$ cat src/rtl/card_feed_consts.svh
// Purpose: Offsets, field positions, reset values and timing figures of the card feed sequencer
// Assumes: 100 MHz system clock
// Notes:   Included by bare name; definitions only
`ifndef CARD_FEED_CONSTS_SVH
`define CARD_FEED_CONSTS_SVH

// Register word offsets on the plain register port
`define CF_OFS_CMD_ADDR   4'h0
`define CF_OFS_DATA_ADDR  4'h1
`define CF_OFS_LINE_ADDR  4'h2
`define CF_OFS_START      4'h3
`define CF_OFS_TEST       4'h4
`define CF_OFS_STATUS     4'h5

// Field positions
`define CF_START_LOCATE   0
`define CF_TEST_NOT_ALIGN 0

// Reset values and byte codes
`define CF_ADDR_RST       16'h0000
`define CF_BLANK_BYTE     8'h40
`define CF_DIGIT_ZONE     4'hF
`define CF_DIGIT_MAX      4'h9

// Timing figures in ms and the clock rate in kHz
`define CF_DRIVE_MS       45
`define CF_HOLD_MS        55
`define CF_CLK_KHZ        100000

`endif

$ cat src/rtl/card_feed_pkg.sv
// Purpose: Types shared by the card feed sequencer and its ID assembler
// Assumes: Constants come from card_feed_consts.svh
// Notes:   All state of each module is one packed struct
package card_feed_pkg;

   typedef enum logic [1:0] {st_idle, st_feed, st_hold} seq_e;

   // One pending cycle steal toward main storage
   typedef struct packed {
      logic        req;
      logic [15:0] addr;
      logic [7:0]  data;
   } steal_s;

   // ID assembler state
   typedef struct packed {
      logic       odd_done;
      logic [1:0] high_bits;
      logic       valid;
      logic [7:0] byte_out;
   } asm_state_s;

   // Sequencer state
   typedef struct packed {
      seq_e        seq;
      logic        locate;
      logic        busy;
      logic        id_busy;
      logic        unit_chk;
      logic        drive_err;
      logic        mark_err;
      logic        clutch;
      logic        stop_req;
      logic        got_pulse;
      logic [7:0]  line;
      logic [3:0]  digit;
      logic [1:0]  miss;
      logic        skip;
      logic        skip_wait;
      logic [7:0]  eject_left;
      logic [22:0] timer;
      logic [15:0] cmd_a;
      logic [15:0] dat_a;
      logic [15:0] lin_a;
      steal_s      st;
      logic [15:0] rdata;
      logic        attn;
      logic        gate;
      logic        blk_b;
   } seq_state_s;

endpackage

$ cat src/rtl/id_assembler.sv
// Purpose: Builds one ID byte from two sensed lines, high bits on odd lines, low bits on even lines
// Assumes: line_i is a one-cycle pulse per ID line, bits_i valid with it
// Notes:   A nibble above 9 is taken as a blank digit
`timescale 1ns/1ps
`include "card_feed_consts.svh"
module id_assembler
   import card_feed_pkg::*;
(
   // Clock and reset
   input  wire logic       clk_sys_i,
   input  wire logic       reset_i,
   // Sensed lines
   input  wire logic       clear_i,
   input  wire logic       line_i,
   input  wire logic [1:0] bits_i,
   // Assembled byte
   output logic            byte_valid_o,
   output logic [7:0]      byte_o
);

   asm_state_s q;
   asm_state_s nxt_q;

   // Digit code: blank gives 40, 0..9 give F0..F9
   function automatic logic [7:0] encode(input logic [3:0] nib);
      if (nib > `CF_DIGIT_MAX)
         encode = `CF_BLANK_BYTE;
      else
         encode = {`CF_DIGIT_ZONE, nib};
   endfunction

   // Odd line keeps 8 and 4 bits, even line completes the byte
   always_comb
   begin
      nxt_q       = q;
      nxt_q.valid = 1'b0;
      if (clear_i)
      begin
         nxt_q.odd_done = 1'b0;
      end
      else if (line_i && !q.odd_done)
      begin
         nxt_q.odd_done  = 1'b1;
         nxt_q.high_bits = bits_i;
      end
      else if (line_i)
      begin
         nxt_q.odd_done = 1'b0;
         nxt_q.valid    = 1'b1;
         nxt_q.byte_out = encode({q.high_bits, bits_i});
      end
   end

   always_ff @(posedge clk_sys_i)
   begin
      if (reset_i)
         q <= '0;
      else
         q <= nxt_q;
   end

   assign byte_valid_o = q.valid;
   assign byte_o       = q.byte_out;

   a_blank_code: assert property (@(posedge clk_sys_i) disable iff (reset_i)
      (line_i && q.odd_done && !clear_i && {q.high_bits, bits_i} > 4'h9) |=> byte_o == 8'h40)
      else $error("blank digit not coded as 40");

endmodule

$ cat src/rtl/card_feed_seq.sv
// Purpose: Sequencer for feed-read-locate and feed-read-eject of the ledger card feed unit
// Assumes: Mechanism pulses are one-cycle, synchronous; storage acks a steal within a line time
// Notes:   Operation
// Operation
// - Two missing marks: stop at next line
// - Late mark adds one extra line
// - Eject skips marks, feeds card out
// - Both operations store ID in storage
// - Line address used only when locating
// - Not-aligned test: block B, lamp, gate
// - ID busy drops when ID stored
// - Blank card: 40 bytes, stop after two lines
// - Locate steals start after second miss
// - Blank digit 40, digits F0 to F9
// - No timing pulse in 45 ms: error
// - Busy from start until hold expires
`timescale 1ns/1ps
`include "card_feed_consts.svh"
module card_feed_seq
   import card_feed_pkg::*;
#(
   parameter int ID_DIGITS   = 10,
   parameter int ID_FIRST    = 2,
   parameter int EJECT_LINES = 56,
   parameter int DRIVE_CYC   = `CF_DRIVE_MS * `CF_CLK_KHZ,
   parameter int HOLD_CYC    = `CF_HOLD_MS * `CF_CLK_KHZ
)
(
   // Clock and reset
   input  wire logic        clk_sys_i,
   input  wire logic        reset_i,
   // Register port
   input  wire logic [3:0]  addr_i,
   input  wire logic [15:0] wdata_i,
   input  wire logic        wr_i,
   input  wire logic        rd_i,
   output logic [15:0]      rdata_o,
   // Card feed mechanism
   input  wire logic        timing_pulse_i,
   input  wire logic        stop_pulse_i,
   input  wire logic [1:0]  id_bits_i,
   input  wire logic        mark_i,
   input  wire logic        mark_late_i,
   input  wire logic        card_in_i,
   output logic             clutch_o,
   output logic             card_gate_raise_o,
   output logic             attn_lamp_o,
   // Processor status lines
   output logic             busy_o,
   output logic             block_cond_b_o,
   // Cycle steal port
   output logic             steal_req_o,
   output logic [15:0]      steal_addr_o,
   output logic [7:0]       steal_data_o,
   input  wire logic        steal_ack_i
);

   localparam logic [7:0] ID_START = 8'(ID_FIRST);
   localparam logic [7:0] ID_END   = 8'(ID_FIRST + 2 * ID_DIGITS);

   // Counters and fields are sized for the defaults with room to spare
   if (ID_DIGITS < 1 || ID_DIGITS > 15 || ID_FIRST < 1 || ID_FIRST + 2 * ID_DIGITS > 200)
      $error("ID geometry out of range");
   if (EJECT_LINES < 1 || EJECT_LINES > 255 || DRIVE_CYC < 2 || HOLD_CYC < 2
       || DRIVE_CYC >= 2 ** 23 || HOLD_CYC >= 2 ** 23)
      $error("line or timer count out of range");

   seq_state_s q;
   seq_state_s nxt_q;
   logic       byte_valid;
   logic [7:0] id_byte;
   logic       start_wr;
   logic       id_line;
   logic       past_id;
   logic       line_pulse;

   assign start_wr   = wr_i && addr_i == `CF_OFS_START && !q.busy;
   assign line_pulse = q.seq == st_feed && timing_pulse_i;
   assign id_line    = line_pulse && q.line >= ID_START && q.line < ID_END;
   assign past_id    = q.line >= ID_END;

   // Byte assembly from sense cells 1 and 2
   id_assembler u_asm (
      .clk_sys_i    (clk_sys_i),
      .reset_i      (reset_i),
      .clear_i      (start_wr),
      .line_i       (id_line),
      .bits_i       (id_bits_i),
      .byte_valid_o (byte_valid),
      .byte_o       (id_byte)
   );

   // Whole sequencer: registers, feed control, mark search, steals
   always_comb
   begin
      nxt_q = q;
      if (steal_ack_i)
         nxt_q.st.req = 1'b0;

      // Register writes; start is refused while busy
      if (wr_i)
      begin
         unique case (addr_i)
            `CF_OFS_CMD_ADDR:  nxt_q.cmd_a = wdata_i;
            `CF_OFS_DATA_ADDR: nxt_q.dat_a = wdata_i;
            `CF_OFS_LINE_ADDR: nxt_q.lin_a = wdata_i;
            `CF_OFS_TEST:
               if (wdata_i[`CF_TEST_NOT_ALIGN] && !card_in_i)
               begin
                  nxt_q.blk_b = 1'b1;
                  nxt_q.attn  = 1'b1;
                  nxt_q.gate  = 1'b1;
               end
            default: ;
         endcase
      end
      if (card_in_i)
      begin
         nxt_q.blk_b = 1'b0;
         nxt_q.attn  = 1'b0;
         nxt_q.gate  = 1'b0;
      end

      // Start: busy rises in the cycle after the start write
      if (start_wr)
      begin
         nxt_q.seq        = st_feed;
         nxt_q.locate     = wdata_i[`CF_START_LOCATE];
         nxt_q.busy       = 1'b1;
         nxt_q.id_busy    = 1'b1;
         nxt_q.unit_chk   = 1'b0;
         nxt_q.drive_err  = 1'b0;
         nxt_q.mark_err   = 1'b0;
         nxt_q.clutch     = 1'b1;
         nxt_q.stop_req   = 1'b0;
         nxt_q.got_pulse  = 1'b0;
         nxt_q.line       = 8'h00;
         nxt_q.digit      = 4'h0;
         nxt_q.miss       = 2'd0;
         nxt_q.skip       = 1'b0;
         nxt_q.skip_wait  = 1'b0;
         nxt_q.eject_left = 8'(EJECT_LINES);
         nxt_q.timer      = 23'(DRIVE_CYC);
      end

      unique case (q.seq)
         st_idle: ;
         st_feed:
         begin
            // Motion watchdog until the first timing pulse
            if (!q.got_pulse)
            begin
               nxt_q.timer = q.timer - 23'd1;
               if (timing_pulse_i)
                  nxt_q.got_pulse = 1'b1;
               else if (q.timer == 23'd1)
               begin
                  nxt_q.drive_err = 1'b1;
                  nxt_q.unit_chk  = 1'b1;
                  nxt_q.clutch    = 1'b0;
                  nxt_q.seq       = st_hold;
                  nxt_q.timer     = 23'(HOLD_CYC);
               end
            end
            if (timing_pulse_i && q.line != 8'hFF)
               nxt_q.line = q.line + 8'h01;

            // Every ID byte goes to storage at the data address
            if (byte_valid)
            begin
               nxt_q.st    = '{req: 1'b1, addr: q.dat_a, data: id_byte};
               nxt_q.dat_a = q.dat_a + 16'h0001;
               nxt_q.digit = q.digit + 4'h1;
            end
            if (q.digit == 4'(ID_DIGITS) && !q.st.req)
               nxt_q.id_busy = 1'b0;

            // After the ID the two operations part ways
            if (line_pulse && past_id && !q.locate && !q.stop_req)
            begin
               nxt_q.eject_left = q.eject_left - 8'h01;
               if (q.eject_left == 8'h01)
                  nxt_q.stop_req = 1'b1;
            end
            if (line_pulse && past_id && q.locate)
            begin
               if (q.miss == 2'd2)
               begin
                  if (mark_i)
                  begin
                     nxt_q.mark_err = 1'b1;
                     nxt_q.unit_chk = 1'b1;
                     nxt_q.stop_req = 1'b1;
                  end
                  if (q.skip_wait)
                  begin
                     nxt_q.skip_wait = 1'b0;
                     nxt_q.stop_req  = 1'b1;
                  end
                  nxt_q.st = '{req: 1'b1, addr: q.lin_a, data: q.line};
               end
               else if (mark_i || mark_late_i)
               begin
                  nxt_q.miss = 2'd0;
                  if (mark_late_i)
                     nxt_q.skip = 1'b1;
               end
               else
               begin
                  nxt_q.miss = q.miss + 2'd1;
                  if (q.miss == 2'd1)
                  begin
                     // A blank card reaches here after its first two lines
                     nxt_q.st = '{req: 1'b1, addr: q.lin_a, data: q.line};
                     if (q.skip)
                        nxt_q.skip_wait = 1'b1;
                     else
                        nxt_q.stop_req = 1'b1;
                  end
               end
            end

            // Apart from a drive error, clutch drops only on a stop pulse so the armature meets the next tooth
            if (q.stop_req && stop_pulse_i)
            begin
               nxt_q.clutch = 1'b0;
               nxt_q.seq    = st_hold;
               nxt_q.timer  = 23'(HOLD_CYC);
            end
         end
         st_hold:
         begin
            // Busy outlasts the card motion by the hold time
            // ID busy stays up through the hold after a cut feed and drops with busy when the hold expires
            if (q.digit == 4'(ID_DIGITS) && !q.st.req)
               nxt_q.id_busy = 1'b0;
            if (q.timer != 23'd0)
               nxt_q.timer = q.timer - 23'd1;
            else if (!q.st.req)
            begin
               nxt_q.busy    = 1'b0;
               nxt_q.id_busy = 1'b0;
               nxt_q.seq     = st_idle;
            end
         end
      endcase

      // Read data stand in the cycle after the strobe only
      nxt_q.rdata = 16'h0000;
      if (rd_i)
      begin
         unique case (addr_i)
            `CF_OFS_CMD_ADDR:  nxt_q.rdata = q.cmd_a;
            `CF_OFS_DATA_ADDR: nxt_q.rdata = q.dat_a;
            `CF_OFS_LINE_ADDR: nxt_q.rdata = q.lin_a;
            `CF_OFS_STATUS:
               nxt_q.rdata = {9'h000, q.attn, q.mark_err, q.drive_err, q.unit_chk, q.clutch,
                              q.id_busy, q.busy};
            default:           nxt_q.rdata = 16'h0000;
         endcase
      end
   end

   // Reset returns every latch to idle
   always_ff @(posedge clk_sys_i)
   begin
      if (reset_i)
      begin
         q       <= '0;
         q.cmd_a <= `CF_ADDR_RST;
         q.dat_a <= `CF_ADDR_RST;
         q.lin_a <= `CF_ADDR_RST;
      end
      else
         q <= nxt_q;
   end

   assign rdata_o           = q.rdata;
   assign clutch_o          = q.clutch;
   assign card_gate_raise_o = q.gate;
   assign attn_lamp_o       = q.attn;
   assign busy_o            = q.busy;
   assign block_cond_b_o    = q.blk_b;
   assign steal_req_o       = q.st.req;
   assign steal_addr_o      = q.st.addr;
   assign steal_data_o      = q.st.data;

   a_start_busy: assert property (@(posedge clk_sys_i) disable iff (reset_i)
      start_wr |=> busy_o && clutch_o && q.id_busy)
      else $error("start did not set busy and clutch");

   a_busy_hold: assert property (@(posedge clk_sys_i) disable iff (reset_i)
      $fell(busy_o) |-> $past(q.seq) == st_hold && $past(q.timer) == 23'd0)
      else $error("busy fell before hold expired");

   a_drive_check: assert property (@(posedge clk_sys_i) disable iff (reset_i)
      $rose(q.drive_err) |-> !$past(q.got_pulse) && !clutch_o && q.unit_chk)
      else $error("drive error without missing pulse");

   a_stop_clutch: assert property (@(posedge clk_sys_i) disable iff (reset_i)
      (q.seq == st_feed && q.stop_req && stop_pulse_i) |=> !clutch_o ##1 !clutch_o)
      else $error("clutch kept running after stop pulse");

   a_second_miss: assert property (@(posedge clk_sys_i) disable iff (reset_i)
      (line_pulse && past_id && q.locate && q.miss == 2'd1 && !mark_i && !mark_late_i && !q.skip)
      |=> q.stop_req && steal_req_o && steal_addr_o == q.lin_a)
      else $error("second miss did not stop or steal");

   a_late_extra: assert property (@(posedge clk_sys_i) disable iff (reset_i)
      (line_pulse && past_id && q.locate && q.miss == 2'd1 && !mark_i && !mark_late_i && q.skip)
      |=> !q.stop_req && q.skip_wait)
      else $error("late mark did not add a line");

   a_eject_nomark: assert property (@(posedge clk_sys_i) disable iff (reset_i)
      (q.busy && !q.locate) |-> !q.mark_err && q.miss == 2'd0)
      else $error("eject examined marks");

   a_line_addr: assert property (@(posedge clk_sys_i) disable iff (reset_i)
      $rose(steal_req_o) && !q.locate |-> steal_addr_o == $past(q.dat_a))
      else $error("eject used the line address");

   a_id_busy: assert property (@(posedge clk_sys_i) disable iff (reset_i)
      $fell(q.id_busy) && busy_o |-> q.digit == 4'(ID_DIGITS) && !steal_req_o)
      else $error("id busy dropped early");

   a_test_gate: assert property (@(posedge clk_sys_i) disable iff (reset_i)
      (wr_i && addr_i == `CF_OFS_TEST && wdata_i[0] && !card_in_i) |=> block_cond_b_o && attn_lamp_o
      && card_gate_raise_o)
      else $error("not-aligned test missed gate or lamp");

endmodule

$ cat config.mk
export PLATFORM = sky130hd
export DESIGN_NAME = card_feed_seq
export DESIGN_NICKNAME = d
export VERILOG_FILES = /design/src/rtl/card_feed_pkg.sv /design/src/rtl/id_assembler.sv /design/src/rtl/card_feed_seq.sv
export VERILOG_INCLUDE_DIRS = /design/src /design/src/rtl
export SDC_FILE = /design/constraint.sdc
export NUM_CORES = 1
export LEC_CHECK = 0
export ABC_CLOCK_PERIOD_IN_PS = 2750
export BUFFER_PORTS_ARGS = -buffer_cell sky130_fd_sc_hd__buf_2
export CAP_MARGIN = 20
export CORE_ASPECT_RATIO = 1.25
export CORE_MARGIN = 1
export CORE_UTILIZATION = 48
export CTS_BUF_LIST = sky130_fd_sc_hd__clkbuf_16
export DETAILED_ROUTE_END_ITERATION = 8
export GPL_TIMING_DRIVEN = 0
export MAX_ROUTING_LAYER = met4
export PLACE_DENSITY = 0.71
export SYNTH_ARGS = -nofsm -noshare
export SYNTH_HDL_FRONTEND = slang
export SYNTH_SLANG_ARGS = --single-unit
$ cat constraint.sdc
create_clock -name clk_sys_i -period 2.75 [get_ports clk_sys_i]
set_clock_uncertainty 0.15 [all_clocks]
set_input_delay 0.275 -clock clk_sys_i [delete_from_list [all_inputs] [get_ports clk_sys_i]]
set_output_delay 0.275 -clock clk_sys_i [all_outputs]
set_load 0.03 [all_outputs]
==> results list <==
- For this run, the top clock speed supported by timing is 410 MHz.
- Share of synthesized area occupied by flip-flops and latches: 0.393
* Remaining max-slew budget at the tightest pin: 0.456
- STA classifies the critical path endpoint as a flop.
- The die covers approximately 17000 um^2.
- Dividing the final minimum period by the clock period gives 0.886.
* HPWL after detailed placement: between 15000 and 20000 um
- The number of nets handed over by synthesis was 1050.
* Leakage power summed over all cells: 3.62 nW
- Global placer's final weighted congestion: roughly 0.92
- Clock-pin slew reported for the worst setup and hold paths after clock tree synthesis: 0.06 ns
- The initial antenna violation count is 0.
- The count of final max-slew check failures was 0.
* TritonCTS sink count: ~160
- In this run, CTS created clock tree buffers numbering 17.
- During synthesis, Yosys emitted a total of 0 warnings.
- Entering global routing, the biggest net connects 17 pins.
- Setup repair after global routing left no endpoint under its margin.
- Number of global-route vias before repair: ~7200
- STA classifies the critical path startpoint as a flop.
* Fraction of synthesis flops using an asynchronous set or reset pin: 0
- In the global route stage, overall resource usage came out at 0.280.
- For this design the ratio of total power to cell area is around 520 nW/um^2.
- Dividing the detail-routed via count by the number of cells gives ~5.7.
- Post-CTS Setup Bufs: 0
- The worst-case IR drop observed on VDD is around 0.49 mV.
- The first detailed-routing pass ran for 5 iterations.
- Global-route wire length before repair: between 30000 and 40000 um
- Drt total wl: between 20000 and 25000 um
- Average wire length per cell after detail routing: around 17 um
- The largest total area in the synthesized netlist belongs to sky130_fd_sc_hd__dfxtp_1.
* Tmin final: between 2 and 2.5 ns
* Number of flops mapped to enable cells by yosys: 0
* Most used DFF post-synth: sky130_fd_sc_hd__dfxtp_1
- Category of the critical setup timing path: reg2reg
* Number of stages on the worst hold path: 3
* Mapped Avg Cell Area: around 8 um^2
- The cell area that synthesis handed to floorplanning was about 8100 um^2.
- Detailed-route via count: between 7000 and 8000
- Site Rows: between 50 and 60
- Fill cell total of the finished layout: about 1500
- During placement, the flow inserted port buffers numbering 74.
- Setup Viol. Count Final: 0
- At the later pin of the worst-skew pair, clock insertion delay measures about 0.44 ns.
- Total core area: 16300 um^2
* Data required, critical path: 2.95 ns
- Cell count of the worst reg-to-reg path: 8
- Iter 0 DRT Violations: around 560
- The initial utilization of the core area, before any placement, comes to 0.493.
* Largest buffer count on any clock path: 2
- TritonCTS built the clock tree.
- The worst hold path belongs to the class in2reg.
* Number of nets in the finished design: ~1200
- Yosys attributes the largest share of cell area to sky130_fd_sc_hd__dfxtp_1, sky130_fd_sc_hd__nand2_1, sky130_fd_sc_hd__a21oi_1.
* Residual DRC: 0
- Sum of overflow across all layers after global routing: 0
- Once detail routing completed, the nets flagged for antenna violations numbered 0.
- Synth Register Bits: 158
* Slew at the pin closest to its max-slew limit: just over 0.8 ns
- Die boundary width: approximately 120 um
- Count of endpoints failing hold in the final timing report: 0
- Proportion of netlist area held by the largest area contributor: 0.393
- The die is between 100 and 150 um tall.
* Area growth from synthesis to final layout: 17.3%
- In the final timing run, aggregate negative setup slack is 0 ns.
* Maximum fanout along the worst path: 8
- Max-cap viol count: 0
* Post-Syn Instances: roughly 1000
* Run status: finished clean
* I/O Pins: between 70 and 80
- Clock tree synthesis selected as its root buffer the cell sky130_fd_sc_hd__clkbuf_16.
- For the worst setup path, the data arrival time is approximately 2.6 ns.
- In the final layout, the share of cells above drive strength 1 is 0.182.
* # diodes: 0
- The H-tree was split into 4 levels.
- Final core area utilization: 0.579
- In this run, distinct cell masters in the synthesized netlist total 72.
cells in the final DEF (no fill, tap or decap), types with 18 or more instances in the layout:
| cell type | Yosys | layout |
|---|---|---|
| sky130_fd_sc_hd__a21oi_1 | 93 | 93 |
| sky130_fd_sc_hd__a311oi_1 | 22 | 22 |
| sky130_fd_sc_hd__a31oi_1 | 23 | 23 |
| sky130_fd_sc_hd__buf_2 | 15 | 89 |
| sky130_fd_sc_hd__buf_4 | 44 | 44 |
| sky130_fd_sc_hd__clkbuf_1 | 33 | 33 |
| sky130_fd_sc_hd__dfxtp_1 | 158 | 158 |
| sky130_fd_sc_hd__dlygate4sd3_1 | 0 | 18 |
| sky130_fd_sc_hd__inv_1 | 19 | 20 |
| sky130_fd_sc_hd__nand2_1 | 169 | 169 |
| sky130_fd_sc_hd__nand3_1 | 24 | 24 |
| sky130_fd_sc_hd__nor2_1 | 114 | 114 |
| sky130_fd_sc_hd__nor3_1 | 18 | 18 |
| sky130_fd_sc_hd__nor3b_1 | 28 | 28 |
| sky130_fd_sc_hd__o21ai_0 | 36 | 36 |
worst paths after layout:
kind,slack [ns],start,endpoint
min reg2reg,0.30,u_asm.byte_o[6]$_SDFFE_PP0P_,u_asm.byte_o[6]$_SDFFE_PP0P_
min,0.02,mark_late_i,q[124]$_SDFF_PP0_
max reg2reg,0.31,q[92]$_SDFF_PP0_,q[94]$_SDFF_PP0_
max,0.31,q[92]$_SDFF_PP0_,q[94]$_SDFF_PP0_
Yosys cell counts, types with 4 or more instances:
cell                       number
sky130_fd_sc_hd__nand2_1      169
sky130_fd_sc_hd__or4_1          4
sky130_fd_sc_hd__or3_1          7
sky130_fd_sc_hd__a22oi_1       11
sky130_fd_sc_hd__nand3b_1       6
sky130_fd_sc_hd__a221oi_1      12
sky130_fd_sc_hd__mux2i_1       14
sky130_fd_sc_hd__mux2_2         5
sky130_fd_sc_hd__ha_1          13
sky130_fd_sc_hd__nand2b_1       8
sky130_fd_sc_hd__inv_1         19
sky130_fd_sc_hd__a311oi_1      22
sky130_fd_sc_hd__dfxtp_1      158
sky130_fd_sc_hd__nor3_1        18
sky130_fd_sc_hd__nor2_1       114
sky130_fd_sc_hd__o21ai_1        6
sky130_fd_sc_hd__buf_4         44
sky130_fd_sc_hd__clkbuf_1      33
sky130_fd_sc_hd__o21ai_0       36
sky130_fd_sc_hd__nand3_1       24
sky130_fd_sc_hd__buf_6          6
sky130_fd_sc_hd__nor4_1         5
sky130_fd_sc_hd__a211oi_1      14
sky130_fd_sc_hd__a21oi_1       93
sky130_fd_sc_hd__buf_2         15
sky130_fd_sc_hd__nor2b_1        5
sky130_fd_sc_hd__nand4_1        9
sky130_fd_sc_hd__nor3b_1       28
sky130_fd_sc_hd__a31oi_1       23
sky130_fd_sc_hd__and3_1        12
sky130_fd_sc_hd__nor3_2         5
sky130_fd_sc_hd__o32ai_1        4
logic make-up (layout without fill, tap and decap cells):
family / after synthesis / in the layout / share of synthesized area
and+or+nand+nor: 445 / 445 / 0.276
DFF: 158 / 158 / 0.393
buffers and inverters: 121 / 245 / 0.0873
muxes: 19 / 19 / 0.0244
adders and majority gates: 13 / 13 / 0.0202
xor gates and xnor gates: 5 / 5 / 0.00544
AOI/OAI and AO/OA: 244 / 244 / 0.194
state kept, by name, indices dropped and copies added, names as in the netlist:
signal and cells:
u_asm.byte_o 6, u_asm.byte_valid_o 1, steal_addr_o 16, steal_data_o 8, busy_o 1, u_asm.q 3, q 104, rdata_o 16
steal_req_o 1, block_cond_b_o 1, clutch_o 1
routing by layer:
layer / track usage / vias up / routed length [um]
met4: 0.142 / 0 / 858
met1: 0.344 / 3611 / 10200
li1: - / 3741 / -
met5: - / - / 0
met2: 0.439 / 289 / 10800
met3: 0.0505 / 65 / 1500
metrics by stage:
step                setup slack [ns]  total power [W]  hold WS [ns]  instances  instance area (um^2)
detailed placement             0.375          0.00263         0.287       1295                  8700
finish                         0.313          0.00492        0.0185       1345                  9450
global route                   0.129          0.00504        0.0211       1345                  9450
floorplan                      0.771          0.00252         0.202       1005                  8060
CTS                            0.344          0.00493        0.0113       1345                  9450
global placement               0.380          0.00262         0.285       1295                  8700
layout make-up:
| type | instances | area, um^2 | share of cell area |
|---|---|---|---|
| plain buffers | 102 | 632 | 0.0669 |
| clock buffers | 17 | 425 | 0.0450 |
| clock inverters | 15 | 149 | 0.0158 |
| inverters | 19 | 71.3 | 0.00755 |
| multi-input cells | 726 | 4190 | 0.443 |
| flip-flops and latches | 158 | 3160 | 0.335 |
| well taps | 216 | 270 | 0.0286 |
| repair buffers | 92 | 551 | 0.0583 |
repair_timing:
item                      in CTS  in global routing
gates resized for setup        0                  0
hold buffers                  18                  0
hold endpoints to repair      38                  0
worst max-delay path, stage by stage, from the launching register on:
cell                      delay [ns]
sky130_fd_sc_hd__dfxtp_1        0.44
sky130_fd_sc_hd__inv_1          0.07
sky130_fd_sc_hd__ha_1           0.25
sky130_fd_sc_hd__and2b_1        0.22
sky130_fd_sc_hd__nand4_4        0.16
sky130_fd_sc_hd__o21ai_4        0.12
sky130_fd_sc_hd__a21oi_1        0.62
sky130_fd_sc_hd__nor2_1         0.10
sky130_fd_sc_hd__nor4_2         0.22
report_power, final:
part           internal (W)  switching (W)  leakage (nW)
combinational     0.0000982       0.000184          2.07
clock               0.00133       0.000987         0.269
sequential          0.00230      0.0000167          1.27
total               0.00373        0.00119          3.62
(Power assumes the default switching activity.)
